**config.mk**
```make
export PLATFORM = sky130hd
export DESIGN_NAME = clm_cdr_lock_ctrl
export DESIGN_NICKNAME = d
export VERILOG_FILES = /design/src/rtl/clm_cdr_lock_ctrl.v
export VERILOG_INCLUDE_DIRS = /design/src /design/src/include
export SDC_FILE = /design/constraint.sdc
export NUM_CORES = 1
export LEC_CHECK = 0
export BUFFER_PORTS_ARGS = -buffer_cell sky130_fd_sc_hd__buf_2
export CAP_MARGIN = 20
export CORE_UTILIZATION = 45
export CTS_BUF_LIST = sky130_fd_sc_hd__clkbuf_8
export CTS_CLUSTER_SIZE = 24
export DETAILED_ROUTE_END_ITERATION = 7
export PLACE_DENSITY = 0.69
export SYNTH_ARGS = -nofsm -noshare
export SYNTH_HDL_FRONTEND = slang
export SYNTH_SLANG_ARGS = --single-unit
```
**constraint.sdc**
```tcl
create_clock -name clk -period 2.4 [get_ports clk]
set_clock_uncertainty 0.1 [all_clocks]
set_input_delay 0.24 -clock clk [delete_from_list [all_inputs] [get_ports clk]]
set_output_delay 0.24 -clock clk [all_outputs]
set_load 0.02 [all_outputs]
```
**src/include/clm_defs.vh**
```
`ifndef CLM_DEFS_VH
`define CLM_DEFS_VH
// Register byte offsets
`define CLM_OFF_CTRL 8'h00
`define CLM_OFF_DIV 8'h04
`define CLM_OFF_STAT 8'h08
`define CLM_OFF_ISTAT 8'h0C
`define CLM_OFF_IMASK 8'h10
`define CLM_OFF_WORD 8'h14
// Control register fields
`define CLM_CTRL_AUTO 0
`define CLM_CTRL_FDATA 1
`define CLM_CTRL_FREF 2
`define CLM_CTRL_PCIE 3
`define CLM_CTRL_CDREN 4
`define CLM_CTRL_W 5
`define CLM_CTRL_RST 5'h11
// Divider register fields
`define CLM_DIV_N_LO 0
`define CLM_DIV_M_LO 8
`define CLM_DIV_LR_LO 16
`define CLM_DIV_LD_LO 24
`define CLM_PS_W 4
`define CLM_M_W 5
`define CLM_PS_RST 4'h1
`define CLM_M_RST 5'h04
// Status register fields
`define CLM_ST_LOCK 0
`define CLM_ST_FREQ 1
`define CLM_ST_PHASE 2
`define CLM_ST_SIGDET 3
`define CLM_ST_PMARST 4
// Interrupt event bits
`define CLM_EV_ENTER 0
`define CLM_EV_LEAVE 1
`define CLM_EV_BADDIV 2
`define CLM_EV_SLIP 3
`define CLM_EV_W 4
`define CLM_EV_RST 4'h0
// Synchronised pin indices
`define CLM_PIN_FREQ 0
`define CLM_PIN_PHASE 1
`define CLM_PIN_SIGDET 2
`define CLM_PIN_PMARST 3
`define CLM_PIN_SER 4
`define CLM_PIN_W 5
`endif

```
**src/rtl/clm_cdr_lock_ctrl.v**
```verilog
// Function
// Front-end reset always starts in reference tracking
// Auto: enter data on freq, phase, signal
// Auto: leave data on freq loss, signal loss
// Lock status output marks mode transitions
// Manual: mode from two force settings only
// Manual: user keeps clock near optimum rate
// Reference tracking: phase detector off, reference L
// Lock detect meaningless while tracking data
// User holds protocol logic until data lock
// Idle line: operator returns to reference
// Pre-scale, post-scale dividers accept 1,2,4,8
// Feedback counter accepts listed values only
// Deserializer: first bit is word LSB
// Aligner drives clock slip, words aligned
// Controller used only in recovery role
// Both forces set: reference tracking wins
// Lock status high exactly in data tracking
//
// Added by the designer: the APB register port and the register offsets.
`timescale 1ns/1ps
`include "clm_defs.vh"
module clm_cdr_lock_ctrl #(
	parameter WORD_W = 10,
	parameter BIT_DIV = 2
) (
	// Clock and synchronous reset
	input wire clk,
	input wire reset_n,
	// APB slave
	input wire psel,
	input wire penable,
	input wire pwrite,
	input wire [7:0] paddr,
	input wire [31:0] pwdata,
	output reg [31:0] prdata,
	output wire pready,
	output wire pslverr,
	// Analogue front end, asynchronous
	input wire ppm_in_range,
	input wire phase_in_range,
	input wire sig_detect,
	input wire pma_reset,
	input wire rx_serial_in,
	// Word aligner, same clock
	input wire slip_req,
	// Loop control
	output reg rx_data_lock_status,
	output reg ref_tracking_mode,
	output reg freq_phase_detector_en,
	output reg phase_detector_en,
	output reg [3:0] cfg_n,
	output reg [4:0] cfg_m,
	output reg [3:0] cfg_l_active,
	// Parallel data
	output reg [WORD_W-1:0] rx_word,
	output reg rx_word_valid,
	output reg slip_done,
	// Interrupt
	output wire irq
);
	localparam ST_REF = 2'b01;
	localparam ST_DATA = 2'b10;
	localparam CW = 8;

	// Only powers of two up to eight
	function legal_ps;
		input [3:0] v;
		begin
			legal_ps = (v == 4'h1) || (v == 4'h2) || (v == 4'h4) || (v == 4'h8);
		end
	endfunction

	// Only the listed feedback multipliers
	function legal_m;
		input [4:0] v;
		begin
			case (v)
				5'h04, 5'h05, 5'h08, 5'h0A, 5'h0C, 5'h10, 5'h14, 5'h19: legal_m = 1'b1;
				default: legal_m = 1'b0;
			endcase
		end
	endfunction

	reg [`CLM_PIN_W-1:0] sync1_q;
	reg [`CLM_PIN_W-1:0] sync2_q;
	reg [`CLM_CTRL_W-1:0] ctrl_q;
	reg [`CLM_PS_W-1:0] n_q;
	reg [`CLM_M_W-1:0] m_q;
	reg [`CLM_PS_W-1:0] lr_q;
	reg [`CLM_PS_W-1:0] ld_q;
	reg [`CLM_EV_W-1:0] istat_q;
	reg [`CLM_EV_W-1:0] imask_q;
	reg [1:0] state_q;
	reg [1:0] state_d;
	reg [CW-1:0] bdiv_q;
	reg bit_en_q;
	reg [WORD_W-1:0] shift_q;
	reg [CW-1:0] bcnt_q;
	reg slip_pend_q;
	reg [`CLM_EV_W-1:0] ev;
	reg [31:0] rd_d;
	reg dec_ok;

	wire freq_ok = sync2_q[`CLM_PIN_FREQ];
	wire phase_ok = sync2_q[`CLM_PIN_PHASE];
	wire sig_ok = sync2_q[`CLM_PIN_SIGDET];
	wire pma_rst = sync2_q[`CLM_PIN_PMARST];
	wire ser_bit = sync2_q[`CLM_PIN_SER];
	wire auto_m = ctrl_q[`CLM_CTRL_AUTO];
	wire pcie = ctrl_q[`CLM_CTRL_PCIE];
	wire cdr_en = ctrl_q[`CLM_CTRL_CDREN];
	wire f_data = ctrl_q[`CLM_CTRL_FDATA];
	wire f_ref = ctrl_q[`CLM_CTRL_FREF];
	wire wr = psel & penable & pwrite;
	wire [3:0] wn = pwdata[`CLM_DIV_N_LO +: `CLM_PS_W];
	wire [4:0] wm = pwdata[`CLM_DIV_M_LO +: `CLM_M_W];
	wire [3:0] wlr = pwdata[`CLM_DIV_LR_LO +: `CLM_PS_W];
	wire [3:0] wld = pwdata[`CLM_DIV_LD_LO +: `CLM_PS_W];
	wire div_wr = wr && (paddr == `CLM_OFF_DIV);
	wire div_good = legal_ps(wn) & legal_m(wm) & legal_ps(wlr) & legal_ps(wld);
	wire word_end = bit_en_q && !slip_pend_q && (bcnt_q == WORD_W - 1);

	// Two flops before any front-end pin is read; first stage feeds only the second
	always @(posedge clk) begin
		if (!reset_n) begin
			sync1_q <= {`CLM_PIN_W{1'b0}};
			sync2_q <= {`CLM_PIN_W{1'b0}};
		end else begin
			sync1_q <= {rx_serial_in, pma_reset, sig_detect, phase_in_range, ppm_in_range};
			sync2_q <= sync1_q;
		end
	end

	// Mode decision; manual forces win over anything the detectors say
	always @* begin
		state_d = state_q;
		case (state_q)
			ST_REF: begin
				if (!auto_m) begin
					if (!f_ref && f_data)
						state_d = ST_DATA;
				end else if (freq_ok && phase_ok && (!pcie || sig_ok)) begin
					state_d = ST_DATA;
				end
			end
			ST_DATA: begin
				if (!auto_m) begin
					if (f_ref || !f_data)
						state_d = ST_REF;
				end else if (!freq_ok || (pcie && !sig_ok)) begin
					state_d = ST_REF;
				end
			end
			default: state_d = ST_REF;
		endcase
		// Transmit multiplier role never tracks data
		if (pma_rst || !cdr_en)
			state_d = ST_REF;
	end

	// Mode register and the loop controls derived from it
	always @(posedge clk) begin
		if (!reset_n) begin
			state_q <= ST_REF;
			rx_data_lock_status <= 1'b0;
			ref_tracking_mode <= 1'b1;
			freq_phase_detector_en <= 1'b1;
			phase_detector_en <= 1'b0;
		end else begin
			state_q <= state_d;
			rx_data_lock_status <= (state_d == ST_DATA);
			ref_tracking_mode <= (state_d == ST_REF);
			freq_phase_detector_en <= (state_d == ST_REF);
			phase_detector_en <= (state_d == ST_DATA);
		end
	end

	// Divider settings follow the register with one cycle of delay
	always @(posedge clk) begin
		if (!reset_n) begin
			cfg_n <= `CLM_PS_RST;
			cfg_m <= `CLM_M_RST;
			cfg_l_active <= `CLM_PS_RST;
		end else begin
			cfg_n <= n_q;
			cfg_m <= m_q;
			cfg_l_active <= (state_q == ST_DATA) ? ld_q : lr_q;
		end
	end

	// Bit-rate enable; the serial line is sampled at this slower rate
	always @(posedge clk) begin
		if (!reset_n) begin
			bdiv_q <= {CW{1'b0}};
			bit_en_q <= 1'b0;
		end else if (bdiv_q == BIT_DIV - 1) begin
			bdiv_q <= {CW{1'b0}};
			bit_en_q <= 1'b1;
		end else begin
			bdiv_q <= bdiv_q + 1'b1;
			bit_en_q <= 1'b0;
		end
	end

	// Serial to parallel; a slip swallows one bit to move the boundary
	always @(posedge clk) begin
		if (!reset_n) begin
			shift_q <= {WORD_W{1'b0}};
			bcnt_q <= {CW{1'b0}};
			slip_pend_q <= 1'b0;
			rx_word <= {WORD_W{1'b0}};
			rx_word_valid <= 1'b0;
			slip_done <= 1'b0;
		end else begin
			rx_word_valid <= 1'b0;
			slip_done <= 1'b0;
			if (slip_req)
				slip_pend_q <= 1'b1;
			if (bit_en_q) begin
				if (slip_pend_q) begin
					slip_pend_q <= 1'b0;
					slip_done <= 1'b1;
				end else begin
					shift_q <= {ser_bit, shift_q[WORD_W-1:1]};
					if (word_end) begin
						bcnt_q <= {CW{1'b0}};
						rx_word <= {ser_bit, shift_q[WORD_W-1:1]};
						rx_word_valid <= 1'b1;
					end else begin
						bcnt_q <= bcnt_q + 1'b1;
					end
				end
			end
		end
	end

	// Events that may raise the interrupt
	always @* begin
		ev = {`CLM_EV_W{1'b0}};
		ev[`CLM_EV_ENTER] = (state_q == ST_REF) && (state_d == ST_DATA);
		ev[`CLM_EV_LEAVE] = (state_q == ST_DATA) && (state_d == ST_REF);
		ev[`CLM_EV_BADDIV] = div_wr && !div_good;
		ev[`CLM_EV_SLIP] = slip_done;
	end

	// Writable registers; an illegal divider write is dropped whole
	always @(posedge clk) begin
		if (!reset_n) begin
			ctrl_q <= `CLM_CTRL_RST;
			n_q <= `CLM_PS_RST;
			m_q <= `CLM_M_RST;
			lr_q <= `CLM_PS_RST;
			ld_q <= `CLM_PS_RST;
			imask_q <= `CLM_EV_RST;
			istat_q <= `CLM_EV_RST;
		end else begin
			if (wr && (paddr == `CLM_OFF_CTRL))
				ctrl_q <= pwdata[`CLM_CTRL_W-1:0];
			if (div_wr && div_good) begin
				n_q <= wn;
				m_q <= wm;
				lr_q <= wlr;
				ld_q <= wld;
			end
			if (wr && (paddr == `CLM_OFF_IMASK))
				imask_q <= pwdata[`CLM_EV_W-1:0];
			// Set beats a same-cycle write-one clear
			if (wr && (paddr == `CLM_OFF_ISTAT))
				istat_q <= (istat_q & ~pwdata[`CLM_EV_W-1:0]) | ev;
			else
				istat_q <= istat_q | ev;
		end
	end

	// Read mux and address decode
	always @* begin
		rd_d = 32'h0000_0000;
		dec_ok = 1'b1;
		case (paddr)
			`CLM_OFF_CTRL: rd_d[`CLM_CTRL_W-1:0] = ctrl_q;
			`CLM_OFF_DIV: begin
				rd_d[`CLM_DIV_N_LO +: `CLM_PS_W] = n_q;
				rd_d[`CLM_DIV_M_LO +: `CLM_M_W] = m_q;
				rd_d[`CLM_DIV_LR_LO +: `CLM_PS_W] = lr_q;
				rd_d[`CLM_DIV_LD_LO +: `CLM_PS_W] = ld_q;
			end
			`CLM_OFF_STAT: begin
				rd_d[`CLM_ST_LOCK] = (state_q == ST_DATA);
				rd_d[`CLM_ST_FREQ] = freq_ok;
				rd_d[`CLM_ST_PHASE] = phase_ok;
				rd_d[`CLM_ST_SIGDET] = sig_ok;
				rd_d[`CLM_ST_PMARST] = pma_rst;
			end
			`CLM_OFF_ISTAT: rd_d[`CLM_EV_W-1:0] = istat_q;
			`CLM_OFF_IMASK: rd_d[`CLM_EV_W-1:0] = imask_q;
			`CLM_OFF_WORD: rd_d[WORD_W-1:0] = rx_word;
			default: dec_ok = 1'b0;
		endcase
	end

	// Read data captured in the setup cycle so it stands for the access
	always @(posedge clk) begin
		if (!reset_n)
			prdata <= 32'h0000_0000;
		else if (psel && !penable && !pwrite)
			prdata <= rd_d;
	end

	// No wait states; unmapped addresses answer with an error
	assign pready = 1'b1;
	assign pslverr = psel & penable & ~dec_ok;
	assign irq = |(istat_q & imask_q);
endmodule

```
==> flow_summary.ini <==
[yosys]
yosys_warnings = 0
synth_seq_cells = 117
yosys.area_share.simple = 0.216
synth_flop_cell = dfxtp_1
synth_compound_area_frac = 0.129
syn_area_um2 = 4940
synth_xor_area_frac = 0.0337
synthDistinctLibCells = 59
synth_edf_count = 0
syn_inst = 536
async_flop_share = 0
yosysSeqAreaShare = 0.474
avgSynthCellArea_um2 = 9.22
synth_mux_area_frac = 0.0732
synth_top_family_by_area = simple AND/OR/NAND/NOR gates
synthAdderAreaFrac = 0.0152

[sta]
max_freq_mhz = 493
hold_viol = 0
max_slew.worst_pin.slew_ns = 0.660
drv_slew = 0
hold_ws_ns = 0.0200
setup_tns_ns = 0
relSlewSlack = 0.560
finalSetupViolations = 0
finalCritPeriodShare = 0.845
fin_crit_ns = 2.03
rsz0062_at_grt = no
setup_slack_ns = 0.371

[job]
max_cap_violations = 0

[routing]
drt_iter0_drc = 258
drc_errors = 0
wl_um = 11800
vias = 4186
avgRoutedWirePerCell_um = 15.0
dr.pass1.iters = 5
via_per_inst = 5.31
ant_nets = 0

[final_layout]
fin_area_um2 = 6060
nets = 697
insertedDiodeCount = 0
layout-drive-gt1-share = 0.227
final_cell_mix = dfxtp_1, buf_2, nor2_1, nand2_1, a21oi_1
final_common_cell = dfxtp_1
area_delta_synth_final_pct = 22.7
fillers = 920

[cts]
cts.sinks = 117
clk_latency_ns = 0.43
cts-hold-fix-buffers = 14
cts_max_path_buffers = 2
cts_tree = built
postCtsSetupRepairBufs = 0
numCtsBuffers = 17
clock_tree.root_cell = clkbuf_8
htreeDepth = 4
clkTransAtPathRegs_ns = 0.07
cts_resized = 0

[floorplan]
pin_count = 115
rows = 37
core_area_um2 = 10500
die_w_um = 107
die_h_um = 107
start_util = 0.470
dieArea_um2 = 11400

[pwr]
seq_power_share = 0.458
p_per_area_nw_per_um2 = 717
combPwrFrac = 0.069
vdd_drop_max_mv = 0.349
switchingPower_uw = 966
power.internal_uw = 3380
clockPowerShare = 0.473
swShare = 0.222
leakage_uw = 0.00261

[placement]
gp_congestion = 0.880
io_buffers = 88
hpwl_um = 8170
placed_area_um2 = 5470
pre_cts_slack_ns = 0.237

[global_routing]
grtUsageTotal = 0.216
grt_pass1_wl_um = 19200
overflow = 0
grt_pass1_vias = 3946
antenna_found_initial = 0
grt_max_degree = 43

[critical_path]
start_kind = input pin
cp-end-kind = flop
required_ns = 2.61
path_max_fanout = 16
arrival_ns = 2.24
timing.setup.critical_path_class = input pin to flop
worst-r2r-cell-count = 7

[status]
status = complete, no violations

[hold_path]
worstHoldPathCells = 3
hold_path_class = input pin to flop
-- metrics by stage --
step	util	std cells	total power, uW
floorplan	-	546	2230
global placement	0.520	743	2310
detailed placement	0.520	743	2310
CTS	0.577	789	4370
global route	0.577	789	4500
finish	0.577	789	4350
-- per-layer routing --
layer	up-vias	GRT usage	share of wire
li1	2069	-	-
met1	1952	0.286	0.46
met2	149	0.334	0.45
met3	16	0.0535	0.065
met4	0	0.0969	0.020
met5	-	0	0
-- registers in the layout (all words and copies together) (netlist names), 2 cells and up --
name and flops:
bcnt_q 8, ld_q 4, cfg_n 4, sync1_q 5, istat_q 4, ctrl_q 5, m_q 5, shift_q 9
sync2_q 5, state_q 2, bdiv_q 8, imask_q 4, lr_q 4, prdata 21, rx_word 10, cfg_l_active 4
n_q 4, cfg_m 5
-- cell type report --
| class | instances | area (um^2) | area share |
|---|---|---|---|
| flip-flops and latches | 117 | 2340 | 0.386 |
| inverters | 11 | 41.3 | 0.00681 |
| clock inverters | 12 | 184 | 0.0303 |
| clock buffers | 20 | 275 | 0.0454 |
| multi-input cells | 375 | 2350 | 0.388 |
| well taps | 136 | 170 | 0.0281 |
| repair buffers | 118 | 701 | 0.116 |
-- cell families after synthesis --
family | after synthesis
flops | 117
simple gates | 209
compound gates | 97
other cells | 2
buf+inv | 54
fa+ha+maj | 6
xor+xnor | 19
mux | 32
-- power by group through the flow --
stage	clock network [uW]	logic (uW)	registers, uW
floorplan	0	196	2030
global placement	0	275	2030
CTS	2080	299	1990
finish	2060	301	1990
detailed placement	0	280	2030
global route	2170	333	1990
-- Yosys cell counts (9+ instances only) --
| master | n | area [um^2] |
|---|---|---|
| xor2_1 | 14 | 123 |
| a21oi_1 | 27 | 135 |
| mux2i_1 | 26 | 260 |
| buf_4 | 14 | 105 |
| nand3_1 | 22 | 110 |
| o21ai_1 | 11 | 55.1 |
| nand2_1 | 50 | 188 |
| dfxtp_1 | 117 | 2340 |
| clkbuf_1 | 21 | 78.8 |
| inv_1 | 9 | 33.8 |
| nor2_1 | 67 | 251 |
| a22oi_1 | 18 | 135 |
| o31ai_1 | 12 | 90.1 |
| and2_1 | 18 | 113 |
-- critical path: stages --
cell and delay [ns]:
dlygate4sd3_1 0.53, buf_2 0.15, xor2_1 0.15, nor2_1 0.10
or4_4 0.65, nor4_1 0.31, o21ai_1 0.11
-- final timing paths --
path / start / end / slack [ns]
min: pwdata[27] / ld_q[3]$_SDFFE_PN0P_ / 0.02
min reg2reg: sync1_q[1]$_SDFF_PN0_ / sync2_q[1]$_SDFF_PN0_ / 0.33
max reg2reg: state_q[0]$_SDFF_PN1_ / prdata[0]$_SDFFE_PN0P_ / 0.47
max: pwdata[25] / lr_q[0]$_SDFFE_PN1P_ / 0.37
(Power assumes the default switching activity.)
